--- src/core/iqr_defs.vh ---
// iqr_defs.vh: register offsets, field positions and reset values
// assumes inclusion by bare name from the core design files
`ifndef IQR_DEFS_VH
`define IQR_DEFS_VH
// ****************************************
// register byte offsets (64-bit regs as two words)
// ****************************************
`define IQR_OFF_TAIL_LO    12'h088
`define IQR_OFF_TAIL_HI    12'h08c
`define IQR_OFF_BASE_LO    12'h090
`define IQR_OFF_BASE_HI    12'h094
`define IQR_OFF_WSTAT      12'h09c
`define IQR_OFF_CTRL       12'h0c0
`define IQR_OFF_HEAD       12'h0c4
`define IQR_OFF_IRQ_STAT   12'h0c8
`define IQR_OFF_IRQ_CLR    12'h0cc
`define IQR_OFF_IRQ_EN     12'h0d0
// ****************************************
// field positions
// ****************************************
`define IQR_TAIL_MSB       18
`define IQR_TAIL_LSB       4
`define IQR_BASE_LSB       12
`define IQR_DW_BIT         11
`define IQR_QS_MSB         2
`define IQR_CTRL_EN_BIT    0
`define IQR_IRQ_DONE_BIT   0
`define IQR_IRQ_ERR_BIT    1
`define IQR_IRQ_W          2
`define IQR_RST_WORD       32'h0000_0000
`endif

--- src/core/iqr_apb_slave.v ---
// iqr_apb_slave.v: zero-wait apb slave front end, decodes strobes
// assumes psel/penable from an apb master on the same clock
`default_nettype none
module iqr_apb_slave (
  input  wire        psel,
  input  wire        penable,
  input  wire        pwrite,
  input  wire [11:0] paddr,
  input  wire [11:0] map_addr,
  output wire        pready,
  output wire        wr_hit,
  output wire        rd_hit
);
  // ****************************************
  // write strobe in access phase, read strobe in setup and access phase, always ready
  // ****************************************
  assign pready = 1'b1;
  assign wr_hit = psel & penable & pwrite & (paddr == map_addr);
  assign rd_hit = psel & ~pwrite & (paddr == map_addr);
endmodule // iqr_apb_slave
`default_nettype wire

--- src/core/iqr_sync.v ---
// iqr_sync.v: two flip-flop level synchroniser
// assumes async input, clk domain destination
`default_nettype none
module iqr_sync (
  input  wire clk,
  input  wire rst_n,
  input  wire din,
  output wire dout
);
  reg s1_ff;
  reg s2_ff;
  always @(posedge clk or negedge rst_n) begin
    if (!rst_n) begin
      s1_ff <= 1'b0;
      s2_ff <= 1'b0;
    end else begin
      s1_ff <= din;
      s2_ff <= s1_ff;
    end
  end
  assign dout = s2_ff;
endmodule // iqr_sync
`default_nettype wire

--- src/core/iqr_regs.v ---
// iqr_regs.v: invalidation queue register bank with head tracking
// assumes apb master on clk, fetch engine on clk, async pin straps
//
// Chosen here: the APB slave port.
`default_nettype none
`include "iqr_defs.vh"
module iqr_regs #(
  parameter HOST_ADDRESS_WIDTH = 48
) (
  input  wire        clk,
  input  wire        nrst,
  input  wire        sticky_nrst,
  input  wire        psel,
  input  wire        penable,
  input  wire        pwrite,
  input  wire [11:0] paddr,
  input  wire [31:0] pwdata,
  output reg  [31:0] prdata,
  output wire        pready,
  output wire        pslverr,
  input  wire        qi_supported_pin,
  input  wire        scalable_xlate_supported_pin,
  input  wire        abort_dma_supported_pin,
  input  wire        fetch_done,
  input  wire        wait_irq_done,
  output wire        desc_pending,
  output wire [63:0] queue_base_address,
  output wire        descriptor_width,
  output wire [2:0]  queue_size_code,
  output wire [15:0] queue_entries,
  output wire [14:0] head_offset,
  output wire        queue_error,
  output wire        event_pending,
  output wire        irq
);
  // ****************************************
  // reset release and strap synchronisers
  // ****************************************
  reg  r1_ff;
  reg  rst_n_ff;
  wire qi_sup;
  wire sm_sup;
  wire ad_sup;
  always @(posedge clk or negedge nrst) begin
    if (!nrst) begin
      r1_ff    <= 1'b0;
      rst_n_ff <= 1'b0;
    end else begin
      r1_ff    <= 1'b1;
      rst_n_ff <= r1_ff;
    end
  end
  iqr_sync u_sync_qi (.clk(clk), .rst_n(rst_n_ff),
    .din(qi_supported_pin), .dout(qi_sup));
  iqr_sync u_sync_sm (.clk(clk), .rst_n(rst_n_ff),
    .din(scalable_xlate_supported_pin), .dout(sm_sup));
  iqr_sync u_sync_ad (.clk(clk), .rst_n(rst_n_ff),
    .din(abort_dma_supported_pin), .dout(ad_sup));

  // ****************************************
  // apb decode
  // ****************************************
  wire w_tl, w_th, w_bl, w_bh, w_ws, w_ct, w_hd, w_is, w_ic, w_ie;
  wire r_tl, r_th, r_bl, r_bh, r_ws, r_ct, r_hd, r_is, r_ic, r_ie;
  wire any_rd;
  // one decoder per word keeps each hit a simple compare
  iqr_apb_slave u_tl (
    .psel     (psel),
    .penable  (penable),
    .pwrite   (pwrite),
    .paddr    (paddr),
    .map_addr (`IQR_OFF_TAIL_LO),
    .pready   (pready),
    .wr_hit   (w_tl),
    .rd_hit   (r_tl)
  );
  iqr_apb_slave u_th (
    .psel     (psel),
    .penable  (penable),
    .pwrite   (pwrite),
    .paddr    (paddr),
    .map_addr (`IQR_OFF_TAIL_HI),
    .pready   (),
    .wr_hit   (w_th),
    .rd_hit   (r_th)
  );
  iqr_apb_slave u_bl (
    .psel     (psel),
    .penable  (penable),
    .pwrite   (pwrite),
    .paddr    (paddr),
    .map_addr (`IQR_OFF_BASE_LO),
    .pready   (),
    .wr_hit   (w_bl),
    .rd_hit   (r_bl)
  );
  iqr_apb_slave u_bh (
    .psel     (psel),
    .penable  (penable),
    .pwrite   (pwrite),
    .paddr    (paddr),
    .map_addr (`IQR_OFF_BASE_HI),
    .pready   (),
    .wr_hit   (w_bh),
    .rd_hit   (r_bh)
  );
  iqr_apb_slave u_ws (
    .psel     (psel),
    .penable  (penable),
    .pwrite   (pwrite),
    .paddr    (paddr),
    .map_addr (`IQR_OFF_WSTAT),
    .pready   (),
    .wr_hit   (w_ws),
    .rd_hit   (r_ws)
  );
  iqr_apb_slave u_ct (.psel(psel), .penable(penable), .pwrite(pwrite),
    .paddr(paddr), .map_addr(`IQR_OFF_CTRL), .pready(),
    .wr_hit(w_ct), .rd_hit(r_ct));
  iqr_apb_slave u_hd (.psel(psel), .penable(penable), .pwrite(pwrite),
    .paddr(paddr), .map_addr(`IQR_OFF_HEAD), .pready(),
    .wr_hit(w_hd), .rd_hit(r_hd));
  iqr_apb_slave u_is (.psel(psel), .penable(penable), .pwrite(pwrite),
    .paddr(paddr), .map_addr(`IQR_OFF_IRQ_STAT), .pready(),
    .wr_hit(w_is), .rd_hit(r_is));
  iqr_apb_slave u_ic (.psel(psel), .penable(penable), .pwrite(pwrite),
    .paddr(paddr), .map_addr(`IQR_OFF_IRQ_CLR), .pready(),
    .wr_hit(w_ic), .rd_hit(r_ic));
  iqr_apb_slave u_ie (.psel(psel), .penable(penable), .pwrite(pwrite),
    .paddr(paddr), .map_addr(`IQR_OFF_IRQ_EN), .pready(),
    .wr_hit(w_ie), .rd_hit(r_ie));
  assign any_rd = r_tl | r_th | r_bl | r_bh | r_ws | r_ct | r_hd |
                  r_is | r_ic | r_ie;
  // unmapped addresses answer with an error, not silently
  assign pslverr = psel & penable & ~(any_rd | w_tl | w_th | w_bl |
                   w_bh | w_ws | w_ct | w_hd | w_is | w_ic | w_ie);

  // ****************************************
  // configuration registers
  // ****************************************
  reg  [14:0] tail_offset_ff;
  reg  [63:12] base_ff;
  reg         dw_ff;
  reg  [2:0]  qs_ff;
  reg         qi_en_ff;
  reg  [1:0]  irq_en_ff;
  wire [63:0] base_mask;
  assign base_mask = (HOST_ADDRESS_WIDTH >= 64) ? {64{1'b1}} :
                     ((64'h1 << HOST_ADDRESS_WIDTH) - 64'h1);
  always @(posedge clk or negedge rst_n_ff) begin
    if (!rst_n_ff) begin
      tail_offset_ff <= 15'h0;
      base_ff        <= 52'h0;
      dw_ff          <= 1'b0;
      qs_ff          <= 3'h0;
      qi_en_ff       <= 1'b0;
      irq_en_ff      <= 2'h0;
    end else begin
      if (w_tl && qi_sup)
        tail_offset_ff <= pwdata[`IQR_TAIL_MSB:`IQR_TAIL_LSB];
      if (w_bl && qi_sup) begin
        base_ff[31:12] <= pwdata[31:12] & base_mask[31:12];
        dw_ff          <= pwdata[`IQR_DW_BIT];
        qs_ff          <= pwdata[`IQR_QS_MSB:0];
      end
      if (w_bh && qi_sup)
        base_ff[63:32] <= pwdata & base_mask[63:32];
      if (w_ct)
        qi_en_ff <= pwdata[`IQR_CTRL_EN_BIT] & qi_sup;
      if (w_ie)
        irq_en_ff <= pwdata[1:0];
    end
  end
  assign queue_base_address = {base_ff, 12'h000};
  assign descriptor_width   = dw_ff;
  assign queue_size_code    = qs_ff;
  // entries: 2^(X+8) or 2^(X+7), pow-2 mask derived below
  assign queue_entries = dw_ff ? (16'h0080 << qs_ff)
                               : (16'h0100 << qs_ff);

  // ****************************************
  // error detection
  // ****************************************
  wire err_tail;
  wire err_dw;
  assign err_tail = dw_ff & tail_offset_ff[0];
  assign err_dw   = dw_ff & ~sm_sup & ~ad_sup;
  assign queue_error = qi_sup & (err_tail | err_dw);

  // ****************************************
  // head offset tracking
  // ****************************************
  reg  [14:0] head_ff;
  reg  [14:0] nxt_head;
  wire [14:0] step;
  wire [14:0] wrap_mask;
  // head counts 16-byte units; queue is 2^(X+8) units of 16 bytes
  assign step      = dw_ff ? 15'h0002 : 15'h0001;
  assign wrap_mask = (15'h0100 << qs_ff) - 15'h0001;
  assign desc_pending = qi_en_ff & (head_ff != tail_offset_ff) &
                        ~queue_error;
  always @* begin
    nxt_head = head_ff;
    if (!qi_en_ff)
      nxt_head = 15'h0;
    else if (fetch_done && desc_pending)
      nxt_head = (head_ff + step) & wrap_mask;
  end
  always @(posedge clk or negedge rst_n_ff) begin
    if (!rst_n_ff)
      head_ff <= 15'h0;
    else
      head_ff <= nxt_head;
  end
  assign head_offset = head_ff;

  // ****************************************
  // completion flag, sticky domain
  // ****************************************
  reg  done_ff;
  reg  ev_pend_ff;
  wire done_set;
  wire done_clr;
  assign done_set = wait_irq_done & qi_sup;
  assign done_clr = w_ws & pwdata[0];
  // sticky reset only; set wins over a simultaneous clear
  always @(posedge clk or negedge sticky_nrst) begin
    if (!sticky_nrst)
      done_ff <= 1'b0;
    else if (done_set)
      done_ff <= 1'b1;
    else if (done_clr)
      done_ff <= 1'b0;
  end
  // new condition only on a 0 -> 1 transition of the flag
  always @(posedge clk or negedge rst_n_ff) begin
    if (!rst_n_ff)
      ev_pend_ff <= 1'b0;
    else if (done_set && !done_ff)
      ev_pend_ff <= 1'b1;
    else if (!done_ff || (done_clr && !done_set))
      ev_pend_ff <= 1'b0;
  end
  assign event_pending = ev_pend_ff;

  // ****************************************
  // interrupt status, clear and enable
  // ****************************************
  reg  [1:0] irq_stat_ff;
  wire [1:0] irq_ev;
  assign irq_ev = {queue_error, done_set & ~done_ff};
  always @(posedge clk or negedge rst_n_ff) begin
    if (!rst_n_ff)
      irq_stat_ff <= 2'h0;
    else
      irq_stat_ff <= irq_ev | (irq_stat_ff & ~({2{w_ic}} & pwdata[1:0]));
  end
  assign irq = |(irq_stat_ff & irq_en_ff);

  // ****************************************
  // read data mux
  // ****************************************
  always @* begin
    prdata = `IQR_RST_WORD;
    if (r_tl && qi_sup)
      prdata = {13'h0, tail_offset_ff, 4'h0};
    else if (r_bl && qi_sup)
      prdata = {base_ff[31:12], dw_ff, 8'h0, qs_ff};
    else if (r_bh && qi_sup)
      prdata = base_ff[63:32];
    else if (r_ws && qi_sup)
      prdata = {31'h0, done_ff};
    else if (r_ct)
      prdata = {28'h0, sm_sup, ad_sup, qi_sup, qi_en_ff};
    else if (r_hd)
      prdata = {13'h0, head_ff, 4'h0};
    else if (r_is)
      prdata = {30'h0, irq_stat_ff};
    else if (r_ie)
      prdata = {30'h0, irq_en_ff};
  end
endmodule // iqr_regs
`default_nettype wire

--- config.mk ---
export PLATFORM = sky130hd
export DESIGN_NAME = iqr_regs
export DESIGN_NICKNAME = d
export VERILOG_FILES = /design/src/core/iqr_apb_slave.v /design/src/core/iqr_sync.v /design/src/core/iqr_regs.v
export VERILOG_INCLUDE_DIRS = /design/src /design/src/core
export SDC_FILE = /design/constraint.sdc
export NUM_CORES = 1
export LEC_CHECK = 0
export BUFFER_PORTS_ARGS = -buffer_cell sky130_fd_sc_hd__buf_2
export CORE_ASPECT_RATIO = 1.5
export CORE_MARGIN = 5
export CORE_UTILIZATION = 45
export DETAILED_ROUTE_END_ITERATION = 6
export GPL_ROUTABILITY_DRIVEN = 0
export PLACE_DENSITY = 0.78
export SYNTH_ARGS = -nofsm -noshare
export SYNTH_HDL_FRONTEND = slang
export SYNTH_SLANG_ARGS = --single-unit
export TNS_END_PERCENT = 5
--- constraint.sdc ---
create_clock -name clk -period 2.6 [get_ports clk]
set_input_delay 0 -clock clk [delete_from_list [all_inputs] [get_ports clk]]
set_output_delay 0 -clock clk [all_outputs]
set_load 0.005 [all_outputs]
### Yosys cells after proc, flatten, opt, wreduce, memory -nomap -nowiden

Cells that the tools add are included.

| storage, ports and cells | value |
|---|---|
| bits in registers | 85 |
| output and inout port bits | 137 |
| word-level logic and storage cells | 134 |

| operators by class | value |
|---|---|
| add/subtract/negate cells | 2 |
| eq/ne operators | 12 |
| shift operators | 3 |
| multiplexer cells | 16 |
| bitwise operators | 66 |
| reductions and logical operators | 16 |

Operators with widths:

| cell | count |
|---|---|
| 12-bit by 8-bit equality test with 1-bit output (second input constant) | 10 |
| 19-bit two-way mux | 4 |
| 32-bit two-way mux | 2 |
| 1-bit bitwise AND | 34 |
| 15-bit two-way mux | 2 |
| 1-bit OR | 20 |
| 16-bit two-way mux | 1 |
| 8-bit by 3-bit left shift with 16-bit output (first input constant) | 1 |
| 9-bit by 3-bit left shift with 16-bit output (first input constant) | 1 |
| 15-bit by 2-bit adder with 15-bit output | 1 |
| 15-bit bitwise AND | 1 |
| 15-bit inequality test | 1 |
| 9-bit by 3-bit left shift with 15-bit output (first input constant) | 1 |
| 15-bit by 1-bit subtractor with 15-bit output (second input constant) | 1 |
| 1-bit logical AND | 10 |
| 2-bit bitwise AND | 3 |
| 2-bit two-way mux | 3 |
| 1-bit inverter | 6 |
| 1-bit two-way mux | 4 |
| 2-bit nonzero test | 2 |
| 1-bit zero test | 2 |
| 2-bit by 1-bit inequality test with 1-bit output (second input constant) | 1 |
| 2-bit inverter | 1 |
| 2-bit OR | 1 |
| 2 further kinds | 2 |

### Depth between registers and ports, before layout

| logic depth | value |
|---|---|
| depth after elaboration | 24 |
| mapped depth | 8 |
| gate-level depth less buffers | 7 |

### Hierarchy

From an unflattened synthesis, not the netlist that was laid out.

| unflattened totals | value |
|---|---|
| cell total of the unflattened synthesis | 677 |
| area total of the unflattened synthesis | 6314.8 µm² |

Modules (own cells, without submodules):

| module | instances | cells each | area each (µm²) | sequential area each (µm²) |
|---|---|---|---|---|
| iqr_regs | 1 | 461 | 4563.1 | 1976.9 |
| iqr_apb_slave | 10 | 21 | 160.2 | 0.0 |
| iqr_sync | 3 | 2 | 50.0 | 50.0 |

### Least setup slack after synthesis

No wires, ideal clock.

| timing path | value |
|---|---|
| path type | register to register |
| start | reg dw_ff, in the netlist descriptor_width |
| end | reg head_ff[14], in the netlist head_offset[14] |
| setup time | 0.084 ns |
| arrival | 2.006 ns |
| required time | 2.516 ns |
| path slack | 0.510 ns |
| cell stages (with the launch flop) | 9 |
| path buffers | 1 |
| period minus slack after synthesis | 2.090 ns |
| cell sequence | dfrtp_1 > inv_1 > ha_1 > fa_1 > and3_1 > clkbuf_1 > nand3_1 > or4_1 > a21boi_0 |

| between the ends | value |
|---|---|
| longest elaborated chain between the ends | 8 |

RTL lines:

| item | line | RTL |
|---|---|---|
| start, declared | iqr_regs.v:143 | `reg dw_ff;` |
| start signal, assigned | iqr_regs.v:163 | `` dw_ff <= pwdata[`IQR_DW_BIT]; `` |
| parallel branches: the longest is 8 deep, another holds 15-bit by 2-bit adder with 15-bit output | -- |  |
| end signal, assigned | iqr_regs.v:213 | `head_ff <= nxt_head;` |
| end, declared | iqr_regs.v:193 | `reg [14:0] head_ff;` |

Parallel ways; which one is timed is not known. The select of a mux whose other input is x is not followed.
A chain may end at the register's enable or synchronous reset.

### Final worst setup path

| timing path | value |
|---|---|
| start | in paddr[2] |
| end | out prdata[1] |

| between the ends | value |
|---|---|
| longest elaborated chain between the ends | 10 |

RTL lines:

| item | line | RTL |
|---|---|---|
| start, declared | iqr_regs.v:16 | `input wire [11:0] paddr,` |
| 12-bit by 8-bit equality test with 1-bit output | iqr_apb_slave.v:19 | `assign rd_hit = psel & ~pwrite & (paddr == map_addr);` |
| 1-bit bitwise AND | iqr_apb_slave.v:19 |  |
| 2-bit two-way mux | iqr_regs.v:279 | `else if (r_ie)` |
| 2-bit two-way mux | iqr_regs.v:277 | `else if (r_is)` |
| 19-bit two-way mux | iqr_regs.v:275 | `else if (r_hd)` |
| 19-bit two-way mux | iqr_regs.v:273 | `else if (r_ct)` |
| 19-bit two-way mux | iqr_regs.v:271 | `else if (r_ws && qi_sup)` |
| 19-bit two-way mux | iqr_regs.v:269 | `else if (r_bh && qi_sup)` |
| 32-bit two-way mux | iqr_regs.v:267 | `else if (r_bl && qi_sup)` |
| 32-bit two-way mux (*) | iqr_regs.v:265 | `if (r_tl && qi_sup)` |
| end, declared | iqr_regs.v:18 | `output reg [31:0] prdata,` |

Mark *: on every way between the ends. The rest lies on a longest branch, timed or not.

==> metrics.md <==
| Metric | Value |
|---|---|
| Run status | `complete, no violations` |
| RSZ-0062 raised after global routing | `false` |
| Cells taking the most area after synthesis | `dfrtp_1 (43%), mux2_4 (9.1%), mux2_2 (6.4%), buf_4 (5.5%), xor2_1 (2.1%)` |
| Num rows | `47` |
| Cell taking the most area after synthesis | `dfrtp_1` |
| Commonest register cell after synthesis | `dfrtp_1` |
| Placeable Area | `0.0109 sq mm` |
| Clock network fraction of total power | `0.464` |
| Number of setup violations in the final report | `0` |
| Via count of the first global-routing pass | `4630` |
| Hold Violations, Final | `0` |
| Kind of path behind the tightest hold check | `input port to flop` |
| Post-synthesis sequential area ratio | `0.430` |
| VDD IR-drop max | `0.318 mV` |
| Maximum buffer depth of the clock tree | `2` |
| Clock latency at the later pin of the worst-skew pair | `340 ps` |
| EDFF count, synth | `0` |
| Total via count after detailed routing | `4480` |
| Cell count after synthesis | `461` |
| Part of the total power dissipated in combinational logic | `0.060` |
| Final number of max-transition violations | `0` |
| Largest net degree at the start of global routing | `54` |
| Height of the die | `138 um` |
| Final min period | `2200 ps` |
| CTS root buf | `clkbuf_16` |
| Type of the setup path with the least slack | `input port to output port` |
| Pin slew with the least headroom to its limit | `759 ps` |
| Die Footprint | `0.0132 sq mm` |
| Routed WL per cell | `18.7 um` |
| Initial antenna violation count | `0` |
| Detailed Route Iter0 Violations | `259` |
| Number of optimization iterations in the first detailed-route pass | `5` |
| Count of max-cap constraint violations | `0` |
| Synth-to-Final Area Change | `32.2%` |
| Endpoint class of the critical path | `output port` |
| Worst Skew | `4.80 ps` |
| Most used cells in the layout excluding fill and tap cells | `buf_2 (155), dfrtp_1 (84), dlygate4sd3_1 (40)` |
| Synth Cell Area | `0.00495 sq mm` |
| Pint | `2.23 mW` |
| P_sw | `0.635 mW` |
| Total clock sinks | `85` |
| Post-route antenna net violation count | `0` |
| Fraction of synthesized cell area taken by the top area cell type | `0.430` |
| Worst-path fanout max | `9` |
| Effective utilization at floorplan | `0.453` |
| Achievable Freq | `454 MHz` |
| Clk pin slew, worst setup/hold paths | `60 ps` |
| Switching share of power | `0.222` |
| Count of state elements after synthesis | `85` |
| H-Tree Level Count | `3` |
| Share of the cycle needed by the critical path after routing | `0.847` |
| Worst slew margin | `0.494` |
| Total negative slack for setup checks | `0 ps` |
| Count of boundary I/O pins | `192` |
| DRC violation count after routing | `0` |
| Routed wire length | `15200 um` |
| Half-perimeter wire length of the detailed placement result | `11100 um` |
| Kind of start point of the critical path | `input port` |
| Overall die width | `95.6 um` |
| Static leakage | `3.54 nW` |
| Layout cells sized above 1 | `0.394` |
| Leading cell type in the layout, fill and taps excluded | `buf_2` |
| Via count normalized by instance count | `5.52` |
| Critical path arrival | `2200 ps` |
| Post-synthesis cell type count | `56` |
| Total grt overflow | `0` |
| Yosys warning count | `0` |
| TritonCTS clock tree | `done` |
| Cts bufs inserted | `9` |
| Tot GR Track Use | `0.227` |
| Sequential power share | `0.476` |
| Critical path data required time | `2600 ps` |
| Share of flip-flops with an asynchronous set or reset after synthesis | `1.00` |
| Mean Syn Cell Area | `10.7 sq um` |
| Areal power density over the cells | `437 mW/mm^2` |
| Post-layout power | `2.86 mW` |
| Wire length of the first global-routing pass | `23600 um` |
| Count of cells resized by post-cts repair | `0` |
| Post-layout nets | `720` |
| Antenna Cells | `0` |
| Port bufs | `155` |
## worst max-delay path, stage by stage
cell and delay (ps):
buf_2 150, or4_1 710, nor4b_1 480, a22oi_1 150, nor3_1 220, a211oi_1 70
nor3_1 250, buf_2 170
## state kept, by name, summed over array words and instances (netlist names), 2 cells and up
signal and cells:
base_ff 36, irq_stat_ff 2, irq_en_ff 2, head_offset 15
tail_offset_ff 15, queue_size_code 3
## cells by family (layout without fill, tap and decap cells)
family	after synthesis	in the layout	synth area share
AOI/OAI and AO/OA	70	70	0.103
xor gates and xnor gates	15	15	0.0265
adders and majority gates	5	5	0.0142
buffers and inverters	79	248	0.0963
DFF	85	85	0.430
muxes	62	62	0.163
other	2	37	0.00152
and+or+nand+nor	143	143	0.166
## routing by layer
metal	global-route usage	vias up	routed length, um
li1	-	1997	-
met1	0.259	2198	5540
met2	0.414	255	8090
met3	0.0489	30	1270
met4	0.0667	0	280
met5	0	-	0
## layout make-up
type                    instances  area (sq um)
multi-input cells             332          2490
clock inverters                 4          55.1
clock buffers                  12           256
flip-flops and latches         85          2130
inverters                      13          48.8
fillers                       881          4390
well taps                     147           184
repair buffers                219          1380
## power groups by stage
stage          logic, mW  registers [mW]  clock network [mW]
4_1_cts            0.169            1.36                1.35
2_1_floorplan     0.0811            1.39                   0
3_5_place_dp       0.121            1.39                   0
6_report           0.173            1.36                1.33
5_1_grt            0.192            1.37                1.41
3_3_place_gp       0.117            1.39                   0
## cells in the mapped netlist, types with 3 or more instances
| cell type | count |
|---|---|
| a221oi_1 | 6 |
| buf_2 | 6 |
| nand2b_1 | 4 |
| dfrtp_1 | 85 |
| or4b_2 | 3 |
| and3_1 | 5 |
| inv_1 | 13 |
| or3_1 | 4 |
| mux2i_1 | 4 |
| o211ai_1 | 3 |
| nand3b_1 | 6 |
| a21oi_1 | 7 |
| or4_1 | 6 |
| nor3_1 | 8 |
| nor4_1 | 6 |
| nand2_1 | 25 |
| and2_1 | 15 |
| buf_4 | 36 |
| mux2_4 | 30 |
| o31ai_1 | 8 |
| nand4_1 | 8 |
| xnor2_1 | 3 |
| clkbuf_1 | 19 |
| a211oi_1 | 3 |
| ha_1 | 4 |
| nand3_1 | 15 |
| mux2_2 | 28 |
| nor2_1 | 24 |
| o21ai_0 | 14 |
| a222oi_1 | 10 |
| buf_6 | 5 |
| xor2_1 | 12 |
| a21boi_0 | 6 |
## path summary, 6_finish.rpt
path / from / end / slack [ps] / cells after the start
setup / recovery: paddr[2] / prdata[1] / 400 / 8
hold / removal: paddr[2] / irq_stat_ff[1] / 70 / 4
setup reg to reg: descriptor_width / head_offset[12] / 430 / 7
hold reg to reg: u_sync_qi.s1_ff / u_sync_qi.dout / 350 / 0
max in group asynchronous: rst_n_ff / base_ff[36] / 1540 / 1
min in group asynchronous: rst_n_ff / u_sync_qi.dout / 370 / 0
## per-stage QoR
stage / cell area, sq um / hold WS (ps) / worst slack (ps) / std cells / util
final: 6550 / 70.7 / 397 / 812 / 0.598
after global routing: 6550 / 103 / 218 / 812 / 0.598
after CTS: 6550 / 59.1 / 416 / 812 / 0.598
after detailed placement: 5830 / -221 / 279 / 756 / 0.533
after global placement: 5830 / -224 / 323 / 756 / 0.533
after floorplan: 5080 / -296 / 87.2 / 496 / -
## what timing repair did
action / CTS / global route
hold buffers: 40 / 0
hold endpoints to repair: 67 / 0
buffers inserted: 0 / 0
(Power assumes the default switching activity.)
